$ cat src/rtl/cgp_pkg.sv
`default_nettype none
package cgp_pkg;
   // Core clock
   localparam int CLK_PERIOD_NS = 10;
   // Averaging slot, in milliseconds and in core cycles
   localparam int SLOT_MS = 50;
   localparam int SLOT_CYC = SLOT_MS * 1000000 / CLK_PERIOD_NS;
   // PWM frame: steps per period and nominal frame rate
   localparam int PWM_STEPS = 128;
   localparam int CODE_W = 7;
   localparam int PWM_FREQ_HZ = 160;
   // Longest step time rounds down
   localparam int STEP_CYC = 1000000000 / (PWM_FREQ_HZ * PWM_STEPS * CLK_PERIOD_NS);
   // Full-scale option in milliamps (1000 or 2000)
   localparam int FULL_SCALE_MA = 1000;
   // Code = 5.82 + 116.36 * density, i.e. duty = 0.5 + f/2.2 less the half step,
   // as Q8 gain and Q24 offset; the sum is floored, which with the half step
   // picks the code nearest the ideal duty
   localparam logic [31:0] DUTY_GAIN = 32'h0000745d;
   localparam logic [31:0] DUTY_OFFS = 32'h05d1e8cd;
   localparam int DUTY_SHIFT = 24;
   // Reset values
   localparam logic [CODE_W-1:0] CODE_RST = 7'h40;
   localparam logic [31:0] CNT_RST = 32'h0000_0000;
endpackage : cgp_pkg
`default_nettype wire

$ cat src/rtl/cgp_ramp_if.sv
`timescale 1ns/1ns
`default_nettype none
interface cgp_ramp_if;
   import cgp_pkg::*;
   logic run;
   logic [CODE_W-1:0] step_idx;
   logic half_lo;
   logic period_start;
   modport ramp (input run, output step_idx, output half_lo, output period_start);
   modport user (output run, input step_idx, input half_lo, input period_start);
endinterface : cgp_ramp_if
`default_nettype wire

$ cat src/rtl/cgp_gauge.sv
// Operation
// - Count modulator ones per slot; scale to a multi-bit averaged current value.
// - PWM output is high while ramp step is below the held code.
// - Zero current gives code mid-scale, duty nearest one half.
// - Positive current raises duty above half; negative lowers it.
// - Full scale maps to about 95.5 percent, negative full scale 4.5 percent.
// - Duty maps linearly: current = 2.2 x (duty - 0.5) x full scale.
// - Averaging slot is a fixed 50 ms; shorter surges only shift the average.
// - Full scale is a build option of 1 A or 2 A, symmetric.
// - Low shutdown input stops measurement and enters low-current mode.
// - Duty in a slot shows the average of the previous slot.
// - Duty has 128 steps per period; a new code takes effect whole, only at a period start.
// - Output holds high an extra half step: duty is (N+0.5)/128.
`timescale 1ns/1ns
`default_nettype none
module cgp_gauge #(
   parameter int SLOT_CYCLES = cgp_pkg::SLOT_CYC,
   parameter int STEP_CYCLES = cgp_pkg::STEP_CYC,
   parameter int FULL_SCALE = cgp_pkg::FULL_SCALE_MA
) (
   input wire logic core_clk,
   input wire logic rst_n,
   input wire logic pdm_bit,
   input wire logic low_power_request_n,
   output logic gauge_output,
   output logic [cgp_pkg::CODE_W-1:0] measured_current,
   output logic code_valid
);
   import cgp_pkg::*;

   typedef enum logic [1:0] {ST_OFF, ST_FILL, ST_RUN} cgp_state_t;

   // 2^32 / slot length, rounded up: rounding down loses the exact half
   // density and shows zero current one code low
   localparam longint RECIP = (64'h1_0000_0000 + longint'(SLOT_CYCLES) - 64'h1)
                              / longint'(SLOT_CYCLES);

   cgp_state_t state;
   logic [31:0] slot_cnt;
   logic [31:0] ones_cnt;
   logic [CODE_W-1:0] pending;
   logic have_pending;
   logic slot_end;
   logic [31:0] next_ones;

   cgp_ramp_if rif ();

   cgp_ramp #(.STEP_CYCLES(STEP_CYCLES)) u_ramp (
      .core_clk(core_clk),
      .rst_n(rst_n),
      .rif(rif)
   );

   // signed density to code
   // Scale-free: the full-scale option only changes how the observer reads duty
   function automatic logic [CODE_W-1:0] cgp_to_code(input logic [31:0] ones);
      logic [63:0] prod;
      logic [15:0] dens;
      logic [31:0] scaled;
      prod = 64'(ones) * 64'(RECIP);
      dens = (prod[63:16] > 48'h00ffff) ? 16'hffff : prod[31:16];
      scaled = 32'(dens) * DUTY_GAIN + DUTY_OFFS;
      return scaled[DUTY_SHIFT +: CODE_W];
   endfunction : cgp_to_code

   assign slot_end = (state != ST_OFF) && (slot_cnt == 32'(SLOT_CYCLES - 1));
   assign next_ones = ones_cnt + {31'h0, pdm_bit};
   assign rif.run = (state != ST_OFF);

   ////////////////////////////////////////////////////////////////////////////
   // shutdown sequencing
   always_ff @(posedge core_clk or negedge rst_n) begin
      if (!rst_n) begin
         state <= ST_OFF;
      end else if (!low_power_request_n) begin
         state <= ST_OFF;
      end else begin
         unique case (state)
            ST_OFF: state <= ST_FILL;
            ST_FILL: state <= (have_pending && rif.period_start) ? ST_RUN : ST_FILL;
            ST_RUN: state <= ST_RUN;
            default: state <= ST_OFF;
         endcase
      end
   end

   ////////////////////////////////////////////////////////////////////////////
   // fixed averaging slot
   always_ff @(posedge core_clk or negedge rst_n) begin
      if (!rst_n) begin
         slot_cnt <= CNT_RST;
      end else if (state == ST_OFF || !low_power_request_n || slot_end) begin
         slot_cnt <= CNT_RST;
      end else begin
         slot_cnt <= slot_cnt + 32'h1;
      end
   end

   always_ff @(posedge core_clk or negedge rst_n) begin
      if (!rst_n) begin
         ones_cnt <= CNT_RST;
      end else if (state == ST_OFF || !low_power_request_n || slot_end) begin
         ones_cnt <= CNT_RST;
      end else begin
         ones_cnt <= next_ones;
      end
   end

   // linear duty map of the slot average
   always_ff @(posedge core_clk or negedge rst_n) begin
      if (!rst_n) begin
         pending <= CODE_RST;
         have_pending <= 1'b0;
      end else if (state == ST_OFF || !low_power_request_n) begin
         have_pending <= 1'b0;
      end else if (slot_end) begin
         pending <= cgp_to_code(next_ones);
         have_pending <= 1'b1;
      end
   end

   ////////////////////////////////////////////////////////////////////////////
   // previous slot shown, swapped only at a frame edge to keep steps whole
   always_ff @(posedge core_clk or negedge rst_n) begin
      if (!rst_n) begin
         measured_current <= CODE_RST;
         code_valid <= 1'b0;
      end else if (!low_power_request_n || state == ST_OFF) begin
         code_valid <= 1'b0;
      end else if (rif.period_start && have_pending) begin
         measured_current <= pending;
         code_valid <= 1'b1;
      end
   end

   // comparator with the extra half step
   always_ff @(posedge core_clk or negedge rst_n) begin
      if (!rst_n) begin
         gauge_output <= 1'b0;
      end else begin
         gauge_output <= low_power_request_n && code_valid
                         && ((rif.step_idx < measured_current)
                             || ((rif.step_idx == measured_current) && rif.half_lo));
      end
   end

   ////////////////////////////////////////////////////////////////////////////
   a_shutdown_low: assert property (
      @(posedge core_clk) disable iff (!rst_n)
      !low_power_request_n |=> !gauge_output [*2])
      else $error("output not low in shutdown");

   a_shutdown_stop: assert property (
      @(posedge core_clk) disable iff (!rst_n)
      !low_power_request_n |=> (state == ST_OFF) && !code_valid && slot_cnt == 32'h0)
      else $error("measurement not suspended in shutdown");

   a_hold_invalid: assert property (
      @(posedge core_clk) disable iff (!rst_n)
      !code_valid |=> !gauge_output)
      else $error("output active before first slot");

   a_code_range: assert property (
      @(posedge core_clk) disable iff (!rst_n)
      code_valid |-> measured_current >= 7'h05 && measured_current <= 7'h7a)
      else $error("code beyond full scale");

   a_frame_swap: assert property (
      @(posedge core_clk) disable iff (!rst_n)
      code_valid && $past(code_valid) && $changed(measured_current) |-> $past(rif.period_start))
      else $error("code changed inside a frame");

   a_ramp_above: assert property (
      @(posedge core_clk) disable iff (!rst_n)
      low_power_request_n && code_valid && rif.step_idx < measured_current |=> gauge_output)
      else $error("output low below code");

   a_ramp_below: assert property (
      @(posedge core_clk) disable iff (!rst_n)
      rif.step_idx > measured_current |=> !gauge_output)
      else $error("output high above code");

   a_half_step: assert property (
      @(posedge core_clk) disable iff (!rst_n)
      low_power_request_n && code_valid && rif.step_idx == measured_current
      && rif.half_lo |=> gauge_output)
      else $error("half step missing");

   a_slot_wrap: assert property (
      @(posedge core_clk) disable iff (!rst_n)
      slot_end && low_power_request_n |=> slot_cnt == 32'h0 && ones_cnt == 32'h0 && have_pending)
      else $error("slot did not close");

   a_zero_mid: assert property (
      @(posedge core_clk) disable iff (!rst_n)
      slot_end && low_power_request_n && ({next_ones[30:0], 1'b0} == 32'(SLOT_CYCLES))
      |=> pending == 7'h40)
      else $error("zero current not mid-scale");

   a_scale_top: assert property (
      @(posedge core_clk) disable iff (!rst_n)
      slot_end && low_power_request_n && next_ones == 32'(SLOT_CYCLES)
      |=> pending == 7'h7a)
      else $error("positive full scale code wrong");

   a_scale_bottom: assert property (
      @(posedge core_clk) disable iff (!rst_n)
      slot_end && low_power_request_n && next_ones == 32'h0
      |=> pending == 7'h05)
      else $error("negative full scale code wrong");

   a_valid_source: assert property (
      @(posedge core_clk) disable iff (!rst_n)
      $rose(code_valid) |-> $past(rif.period_start) && $past(have_pending))
      else $error("code shown without a finished slot");

   a_frame_start: assert property (
      @(posedge core_clk) disable iff (!rst_n)
      rif.period_start |-> rif.step_idx == 7'h00 && rif.half_lo)
      else $error("frame does not open at step zero");
endmodule : cgp_gauge
`default_nettype wire

$ cat src/rtl/cgp_ramp.sv
`timescale 1ns/1ns
`default_nettype none
module cgp_ramp #(
   parameter int STEP_CYCLES = cgp_pkg::STEP_CYC
) (
   input wire logic core_clk,
   input wire logic rst_n,
   cgp_ramp_if.ramp rif
);
   import cgp_pkg::*;

   logic [31:0] sub;

   ////////////////////////////////////////////////////////////////////////////
   // free-running ramp
   always_ff @(posedge core_clk or negedge rst_n) begin
      if (!rst_n) begin
         sub <= CNT_RST;
         rif.step_idx <= '0;
      end else if (!rif.run) begin
         sub <= CNT_RST;
         rif.step_idx <= '0;
      end else if (sub == 32'(STEP_CYCLES - 1)) begin
         sub <= CNT_RST;
         rif.step_idx <= rif.step_idx + 7'h01;
      end else begin
         sub <= sub + 32'h1;
      end
   end

   always_ff @(posedge core_clk or negedge rst_n) begin
      if (!rst_n) begin
         rif.half_lo <= 1'b0;
         rif.period_start <= 1'b0;
      end else begin
         rif.half_lo <= rif.run && ((sub == 32'(STEP_CYCLES - 1)) || (sub < 32'(STEP_CYCLES / 2 - 1)));
         rif.period_start <= rif.run && (sub == 32'(STEP_CYCLES - 1))
                             && (rif.step_idx == 7'h7f);
      end
   end
endmodule : cgp_ramp
`default_nettype wire

$ cat config.mk
export PLATFORM = sky130hd
export DESIGN_NAME = cgp_gauge
export DESIGN_NICKNAME = d
export VERILOG_FILES = /design/src/rtl/cgp_pkg.sv /design/src/rtl/cgp_ramp_if.sv /design/src/rtl/cgp_gauge.sv /design/src/rtl/cgp_ramp.sv
export SDC_FILE = /design/constraint.sdc
export NUM_CORES = 1
export LEC_CHECK = 0
export ABC_AREA = 1
export BUFFER_PORTS_ARGS = -buffer_cell sky130_fd_sc_hd__buf_2
export CAP_MARGIN = 20
export CORE_UTILIZATION = 40
export DETAILED_ROUTE_END_ITERATION = 8
export GPL_ROUTABILITY_DRIVEN = 0
export REMOVE_ABC_BUFFERS = 1
export SKIP_LAST_GASP = 1
export SLEW_MARGIN = 5
export SYNTH_ARGS = -nofsm -noshare
export SYNTH_HDL_FRONTEND = slang
export SYNTH_HIERARCHICAL = 1
export SYNTH_SLANG_ARGS = --single-unit
$ cat constraint.sdc
create_clock -name core_clk -period 11.8 [get_ports core_clk]
set_input_delay 1.18 -clock core_clk [delete_from_list [all_inputs] [get_ports core_clk]]
set_output_delay 1.18 -clock core_clk [all_outputs]
set_load 0.01 [all_outputs]
; Word level (Yosys, flattened, before mapping)
; Cells that the tools add are included.
[totals]
regBits = 124
[op_classes]
n_mul = 2
n_lt_le_gt_ge = 3
bitwise = 1
n_reduce_logical = 19
muxes = 14
eq_ne = 7
n_addsub = 5
[op_table]
columns = op, count
row1 = $mux 32, 4
row2 = $add 32x1->32 const B, 2
row3 = $mul 32x10->42 const B, 1
row4 = $add 32x1->32, 1
row5 = $eq 32x13->1 const B, 1
row6 = $eq 32x23->1 const B, 1
row7 = $lt 32x12->1 const B, 1
row8 = $add 31x27->31 const B, 1
row9 = $mul 16x15->31 const B, 1
row10 = $gt 26x16->1 const B, 1
row11 = $mux 16, 1
row12 = $mux 7, 2
row13 = $logic_and 1x1->1, 8
row14 = $add 7x1->7 const B, 1
row15 = $eq 7x7->1, 1
row16 = $eq 7x7->1 const B, 1
row17 = $lt 7x7->1, 1
row18 = $pmux 2 s3, 1
row19 = $reduce_bool 2->1, 3
row20 = $logic_or 1x1->1, 4
row21 = $mux 1, 4
row22 = $mux 2, 2
row23 = $reduce_and 2->1, 2
row24 = $eq 2x1->1 const B, 1
row25 = other kinds (5), 5

; Longest topological paths before layout
; Gate-level depths: netlist of run 1.
[logic_depth]
depth_word = 6
depth_mapped = 66
mapped_depth_nobuf = 65

; Cells and area by module
; Netlist of run 1, hierarchy kept.
[by_module_without_submodules]
columns = module, n_inst, area_each_um2, cells_per_inst
row1 = cgp_gauge, 1, 17480.5, 2289
row2 = cgp_ramp, 1, 2648.8, 421

; Least setup slack after synthesis of run 1
; Ideal clock, no wire load.
[synth_path]
kind = in2reg
start = input port pdm_bit
end = register pending[6]
setup_slack_ns = 0.051
stages = 54
path_buffers = 0
setup_ns = 0.089
arrival_time_ns = 11.660
cell_sequence = ha_1 > ha_1 > nand2_1 > nor2_1 > nand2_1 > nor2_4 > nand2_1 > nor2_1 > nand4_1 > nor3_1 > nand4_1 > xor2_1 > inv_1 > ha_1 > fa_1 > fa_1 > fa_1 > inv_1 > [18 not listed] > fa_1 > fa_1 > fa_1 > fa_1 > inv_1 > fa_1 > inv_1 > fa_1 > inv_1 > ha_1 > nand2_1 > nor2_1 > a21oi_1 > nor2_1 > a2111oi_0 > nand3_1 > nand3_1 > o21ai_0
[synth_between]
elab_chain_cells = 6
[synth_lines]
columns = item, line
row1 = "start, declared", cgp_gauge.sv:23  ; input wire logic pdm_bit,
row2 = $add 32x1->32 (*), cgp_gauge.sv:67  ; assign next_ones = ones_cnt + {31'h0, pdm_bit};
row3 = $mul 32x10->42 (*), cgp_gauge.sv:60  ; prod = 64'(ones) * 64'(RECIP);
row4 = $gt 26x16->1, cgp_gauge.sv:61  ; dens = (prod[63:16] > 48'h00ffff) ? 16'hffff : prod[31:16];
row5 = $mux 16 (*), cgp_gauge.sv:61
row6 = $mul 16x15->31 (*), cgp_gauge.sv:62  ; scaled = 32'(dens) * DUTY_GAIN + DUTY_OFFS;
row7 = $add 31x27->31 (*), cgp_gauge.sv:62
row8 = "end signal, assigned", cgp_gauge.sv:117  ; pending <= cgp_to_code(next_ones);
row9 = "end, declared", cgp_gauge.sv:41  ; logic [CODE_W-1:0] pending;
; Mark *: on every way between the ends. The rest lies on a longest branch, timed or not.
; A chain may end at the register's enable or synchronous reset.

; Worst setup path after layout of run 1
[layout_path]
start = input port pdm_bit
end = register pending[5]
; Same word-level chain as after synthesis.

==> results of run 1 <==
-- critical path: cells and delay by family --
kind | cells | cell delay (ps)
AOI/OAI and AO/OA | 5 | 630
buffers and inverters | 14 | 1260
adders and majority gates | 15 | 5580
xor gates and xnor gates | 1 | 240
and+or+nand+nor | 25 | 2850
-- worst paths after layout --
path                             endpoint  slack (ps)  depth (start not counted)
max                            pending[5]         350                         60
min                              state[1]         470                          1
max reg2reg                    pending[5]         730                         59
min reg2reg                      state[1]         470                          1
max in group asynchronous  u_ramp/sub[27]        9630                          2
min in group asynchronous    slot_cnt[31]         800                          1
-- power by group through the flow --
stage	clock network, W	logic, W	registers [W]
2_1_floorplan	0	0.0000253	0.000438
3_3_place_gp	0	0.0000436	0.000438
3_5_place_dp	0	0.0000445	0.000438
4_1_cts	0.000554	0.0000450	0.000431
5_1_grt	0.000571	0.0000524	0.000431
6_report	0.000543	0.0000445	0.000431
-- synthesized netlist by cell type (17+ instances only) --
| master | number | area [µm²] |
|---|---|---|
| nor2_2 | 17 | 106 |
| o21ai_0 | 55 | 275 |
| a21oi_1 | 86 | 430 |
| nor2_1 | 329 | 1230 |
| ha_1 | 284 | 3550 |
| xor2_1 | 64 | 561 |
| nor3_1 | 38 | 190 |
| nand2_2 | 21 | 131 |
| nand4_1 | 29 | 181 |
| fa_1 | 216 | 4320 |
| dfrtp_1 | 122 | 3050 |
| nor4_1 | 19 | 119 |
| nand3_1 | 95 | 475 |
| nand2_1 | 536 | 2010 |
| xnor2_1 | 19 | 166 |
| inv_1 | 685 | 2570 |
-- sequential cells by signal, indices dropped and copies added, names as in the netlist --
register and flops:
ones_cnt 32, slot_cnt 32, u_ramp/sub 32, measured_current 7
pending 7, u_ramp/rif.step_idx 7, state 2, code_valid 1
gauge_output 1, have_pending 1, u_ramp/rif.half_lo 1, u_ramp/rif.period_start 1
-- area by class of cell --
| class | count | area [µm²] | area share, % |
|---|---|---|---|
| Timing Repair Buffer | 289 | 2180 | 8.76 |
| Sequential cell | 124 | 3110 | 12.5 |
| Clock buffer | 19 | 433 | 1.74 |
| Multi-Input combinational cell | 1875 | 15500 | 62.4 |
| Inverter | 698 | 2630 | 10.6 |
| Clock inverter | 13 | 168 | 0.674 |
| Tap cell | 664 | 831 | 3.34 |
-- through the flow --
| stage | util (%) | hold WS [ps] | cells | setup WS, ps | total power, W |
|---|---|---|---|---|---|
| 6_report | 50.5 | 469 | 3682 | 350 | 0.00102 |
| 4_1_cts | 48.5 | 472 | 3673 | 6.17 | 0.00103 |
| 3_5_place_dp | 46.5 | 462 | 3632 | -836 | 0.000483 |
| 3_3_place_gp | 46.5 | 445 | 3632 | -579 | 0.000482 |
| 5_1_grt | 50.5 | 497 | 3682 | -167 | 0.00106 |
| 2_1_floorplan | - | 430 | 2697 | -49.2 | 0.000463 |
-- metal layers --
layer / global-route usage [%] / up-vias / wire, µm
met2: 36.3 / 319 / 24700
met1: 27.9 / 8352 / 23800
met4: 4.77 / 2 / 796
li1: - / 8797 / -
met5: 0 / - / 11
met3: 2.59 / 58 / 1850
-- timing repair --
| item | in CTS | in global routing |
|---|---|---|
| gates resized for setup | 78 | 180 |
| endpoints found under the setup margin | 7 | 7 |
| setup buffers | 9 | 9 |
| pin swaps | 22 | 84 |
-- cells by family after synthesis --
logic type	after synthesis	share of synthesized area, %
and+or+nand+nor	1115	23.6
xor gates and xnor gates	84	3.69
AOI/OAI and AO/OA	176	4.86
buffers and inverters	711	13.3
DFF	124	15.4
adders and majority gates	500	39.1
==> impl_metrics.yaml, run 1 <==
placement:
  place_hpwl_mm: 43.4
  portBuffers: 12
  placed_area_um2: 22900
pwr:
  power.density_nw_per_um2: 40.9
  p_comb_share_pct: 4.4
  ir_worst_vdd_mv: 0.0720
  switching_power_w: 0.000245
  p_seq_share_pct: 42.3
  p_sw_share_pct: 24.1
  internal-power_w: 0.000774
  clkPwrFrac_pct: 53.3
  leakage_nw: 13.7
clock_tree:
  path_clk_slew_ps: 60
  clk_latency_ps: 450
  cts_buffers: 17
  hold_buffers: 0
  clock_path_buffers: 2
  cts.sinks: 124
  cts_max_level: 4
  cts-root-buf: "clkbuf_16"
  cts_tree: "done"
logic_synthesis:
  syn-instance-count: 2710
  syn_avg_cell_area_um2: 7.43
  synth-edff-count: 0
  ys_warn_count: 6
  async_reset_ff_share_pct: 100
  ys_seq_area_share_pct: 15.4
  synth_cell_type_count: 48
  synth_area_um2: 20100
  ys_seq_elements: 124
  ys.flop_type: "dfrtp_1"
setup_path:
  critical_path_required_ps: 12100
  cp-end-kind: "flip-flop"
  slowest_delay_ps: 600
  r2r-start: "ones_cnt[0]"
  crit_path_max_fanout: 8
  crit_arrival_ps: 11750
  critPathSlowestCell: "fa_1"
  crit_type: "input pin to flip-flop"
  cp-startpoint: "pdm_bit"
  start_kind: "input pin"
route:
  drt_wl_total_mm: 51.2
  first_pass_iters: 5
  vias: 17500
  ant_nets: 0
  drt-initial-drc-count: 1074
  drc: 0
  vias_per_cell: 4.76
  post_drt_wl_per_cell_um: 13.9
finish:
  layout_common_cells: "666 x inv_1, 507 x nand2_1, 298 x nor2_1"
  final_common_cell: "inv_1"
  diodes: 0
  final_area_um2: 24900
  layout-drive-gt1-share_pct: 19.1
  fin_nets: 3509
  syn_to_final_growth_pct: 23.6
  fillers: 4715
global_routing:
  grt_max_degree: 71
  track_usage_pct: 21.0
  grt_first_pass_wirelength_mm: 86.6
  grt_pass1_vias: 18200
  grt_antenna_before_repair: 1
  grt_remaining_overflow: 0
die:
  start_util_pct: 40.9
  io_pins: 13
  design.core.area_um2: 49300
  rows: 81
  dieWidth_um: 226
  die-area_um2: 51200
  die_y_um: 226
timing:
  tns_ps: 0
  final.period_utilization_pct: 97.0
  slew_headroom_pct: 41.3
  finClkSkew_ps: 20.2
  finalHoldViolCount: 0
  period_needed_ps: 11450
  tightest_slew_ps: 881
  setup_viol: 0
  fmax_mhz: 87.3
  slew_viol_final: 0
  rsz0062_at_grt: "yes"
status:
  outcome: "complete, no violations"
job:
  drv_cap: 0
min_path:
  hp-start: "state[0]"
  hold_class: "flip-flop to flip-flop"
(Power assumes the default switching activity.)
==> run 2, diff against run 1 <==
- REMOVE_ABC_BUFFERS: 1 -> not set
==> run 2 against run 1 <==
  * Largest cell class unchanged
  * Setup slack worse by 6.7 ps
  * Worst hold slack got worse by 1.6 ps
  * Register-to-register slack lost 20 ps
  * Highest routed layer is now met4
  * Power down 2.6%
  * Die area did not move
  * Critical path depth decreased by 2
==> impl_metrics.yaml, run 2 (synthesized netlist as in run 1, its figures left out) <==
placement:
  placed_cells_incl_taps: 3655
  portBuffers: 12
  place_hpwl_mm: 44.9
die:
  die-area_um2: 51200
  rows: 81
  io_pins: 13
  start_util_pct: 40.9
  design.core.area_um2: 49300
  die_y_um: 226
  dieWidth_um: 226
pwr:
  power.density_nw_per_um2: 38.9
  leakage_nw: 14.0
  ir_worst_vdd_mv: 0.0927
  power.total_w: 0.000993
setup_path:
  path_common_cell: "fa_1"
  r2r-start: "ones_cnt[6]"
  cp-startpoint: "pdm_bit"
  critPathSlowestCell: "fa_1"
  crit_path_max_fanout: 6
  r2r_end: "pending[5]"
  slowest_delay_ps: 520
  critical_path_required_ps: 12100
  crit_arrival_ps: 11750
  rr_worst_depth: 56
  crit_type: "input pin to flip-flop"
  cp-endpoint: "pending[5]"
  ff2ff_setup_slack_ps: 710
  start_kind: "input pin"
  cp-end-kind: "flip-flop"
global_routing:
  grt_first_pass_wirelength_mm: 88.6
  track_usage_pct: 21.6
  grt_max_degree: 66
  grt_pass1_vias: 18400
  grt_remaining_overflow: 0
  grt_antenna_before_repair: 0
timing:
  fmax_mhz: 87.3
  tightest_slew_ps: 859
  final.period_utilization_pct: 97.1
  setup_viol: 0
  finalHoldViolCount: 0
  slew_viol_final: 0
  slew_headroom_pct: 42.4
  finClkSkew_ps: 10.8
  period_needed_ps: 11460
clock_tree:
  cts_max_level: 4
  hold_buffers: 0
  cts.sinks: 124
  clock_path_buffers: 2
  cts_tree: "done"
  path_clk_slew_ps: 70
  cts_buffers: 17
  cts-root-buf: "clkbuf_16"
  clk_latency_ps: 430
finish:
  fin_cells: 3717
  diodes: 0
  final_common_cell: "inv_1"
  fin_nets: 3544
  layout_common_cells: "654 x inv_1, 481 x nand2_1, 303 x buf_4"
  layout-drive-gt1-share_pct: 22.2
  reg.largest.list: "ones_cnt x32, slot_cnt x32, u_ramp/sub x32"
  syn_to_final_growth_pct: 26.6
route:
  ant_nets: 0
  drc: 0
  vias: 17800
  drt-initial-drc-count: 954
  vias_per_cell: 4.78
  first_pass_iters: 5
  post_drt_wl_per_cell_um: 14.4
  drt_wl_total_mm: 53.6
min_path:
  worstHoldPathCells: 1
  hold_class: "flip-flop to flip-flop"
logic_synthesis:
  syn_nets: 3214
job:
  drv_cap: 0
status:
  outcome: "complete, no violations"
-- run 2: changes by cell type in the layout (fill, tap and decap cells not counted), moves of 5 or more --
cell / change
a21oi_1: -6
a21oi_4: +8
buf_4: +31
ha_4: +6
inv_1: -12
inv_2: +12
inv_6: +6
nand2_1: -26
nand2_2: +21
nand2_4: +5
nor2_1: -10
nor2_2: +7
-- run 2: power by group --
group / internal, W / switching, W / leakage, nW / total (W)
Sequential: 0.000428 / 0.00000255 / 1.69 / 0.000431
Clock: 0.000297 / 0.000218 / 0.285 / 0.000515
Combinational: 0.0000137 / 0.0000329 / 12.0 / 0.0000466
Total: 0.000739 / 0.000253 / 14.0 / 0.000993
-- run 2: worst min path at each step --
| stage | to | start |
|---|---|---|
| CTS | state[1] | state[0] |
| detailed placement | state[1] | state[0] |
| floorplan | state[1] | state[0] |
| global placement | state[1] | state[0] |
| global route | state[1] | state[0] |
| finish | state[1] | state[0] |
-- run 2: per-layer routing --
layer	vias up	part of all wire (%)	routed length (µm)	track usage (%)
met5	-	0	0	0
met4	0	2.7	1440	6.19
met3	79	3.0	1590	1.89
met2	316	48	25500	36.8
met1	8525	47	25100	29.0
li1	8865	-	-	-
-- run 2: critical path: cells and delay by family --
| family | cells | cell delay [ps] |
|---|---|---|
| buffers and inverters | 12 | 860 |
| adders and majority gates | 15 | 6040 |
| AOI/OAI and AO/OA | 3 | 360 |
| and+or+nand+nor | 27 | 3040 |
| xor gates and xnor gates | 1 | 270 |
-- run 2: cell type report --
class                      instances  area [µm²]
tap                              664         831
fill                            4602       23800
clock buffer                      17         425
sequential                       124        3110
inverter                         698        2630
multi-input combinational       1875       15900
clock inverter                    15         151
timing repair buffer             324        2470
-- run 2: per-stage QoR --
step | utilization, % | TNS (ps) | cell area [µm²] | hold slack (ps) | setup WS [ps]
after detailed placement | 46.9 | -5380 | 23100 | 461 | -831
after global placement | 46.9 | -4290 | 23100 | 445 | -741
after CTS | 48.5 | -43.2 | 23900 | 474 | -43.2
final | 51.8 | 0 | 25500 | 468 | 343
after floorplan | - | 0 | 20100 | 430 | 51.1
after global routing | 51.8 | -712 | 25500 | 496 | -165
-- run 2: what timing repair did --
| action | 4_1_cts | 5_1_grt |
|---|---|---|
| pin swaps | 9 | 176 |
| setup buffers | 1 | 31 |
| cloned | 0 | 0 |
| setup endpoints to repair | 7 | 7 |
| resized for setup | 55 | 295 |
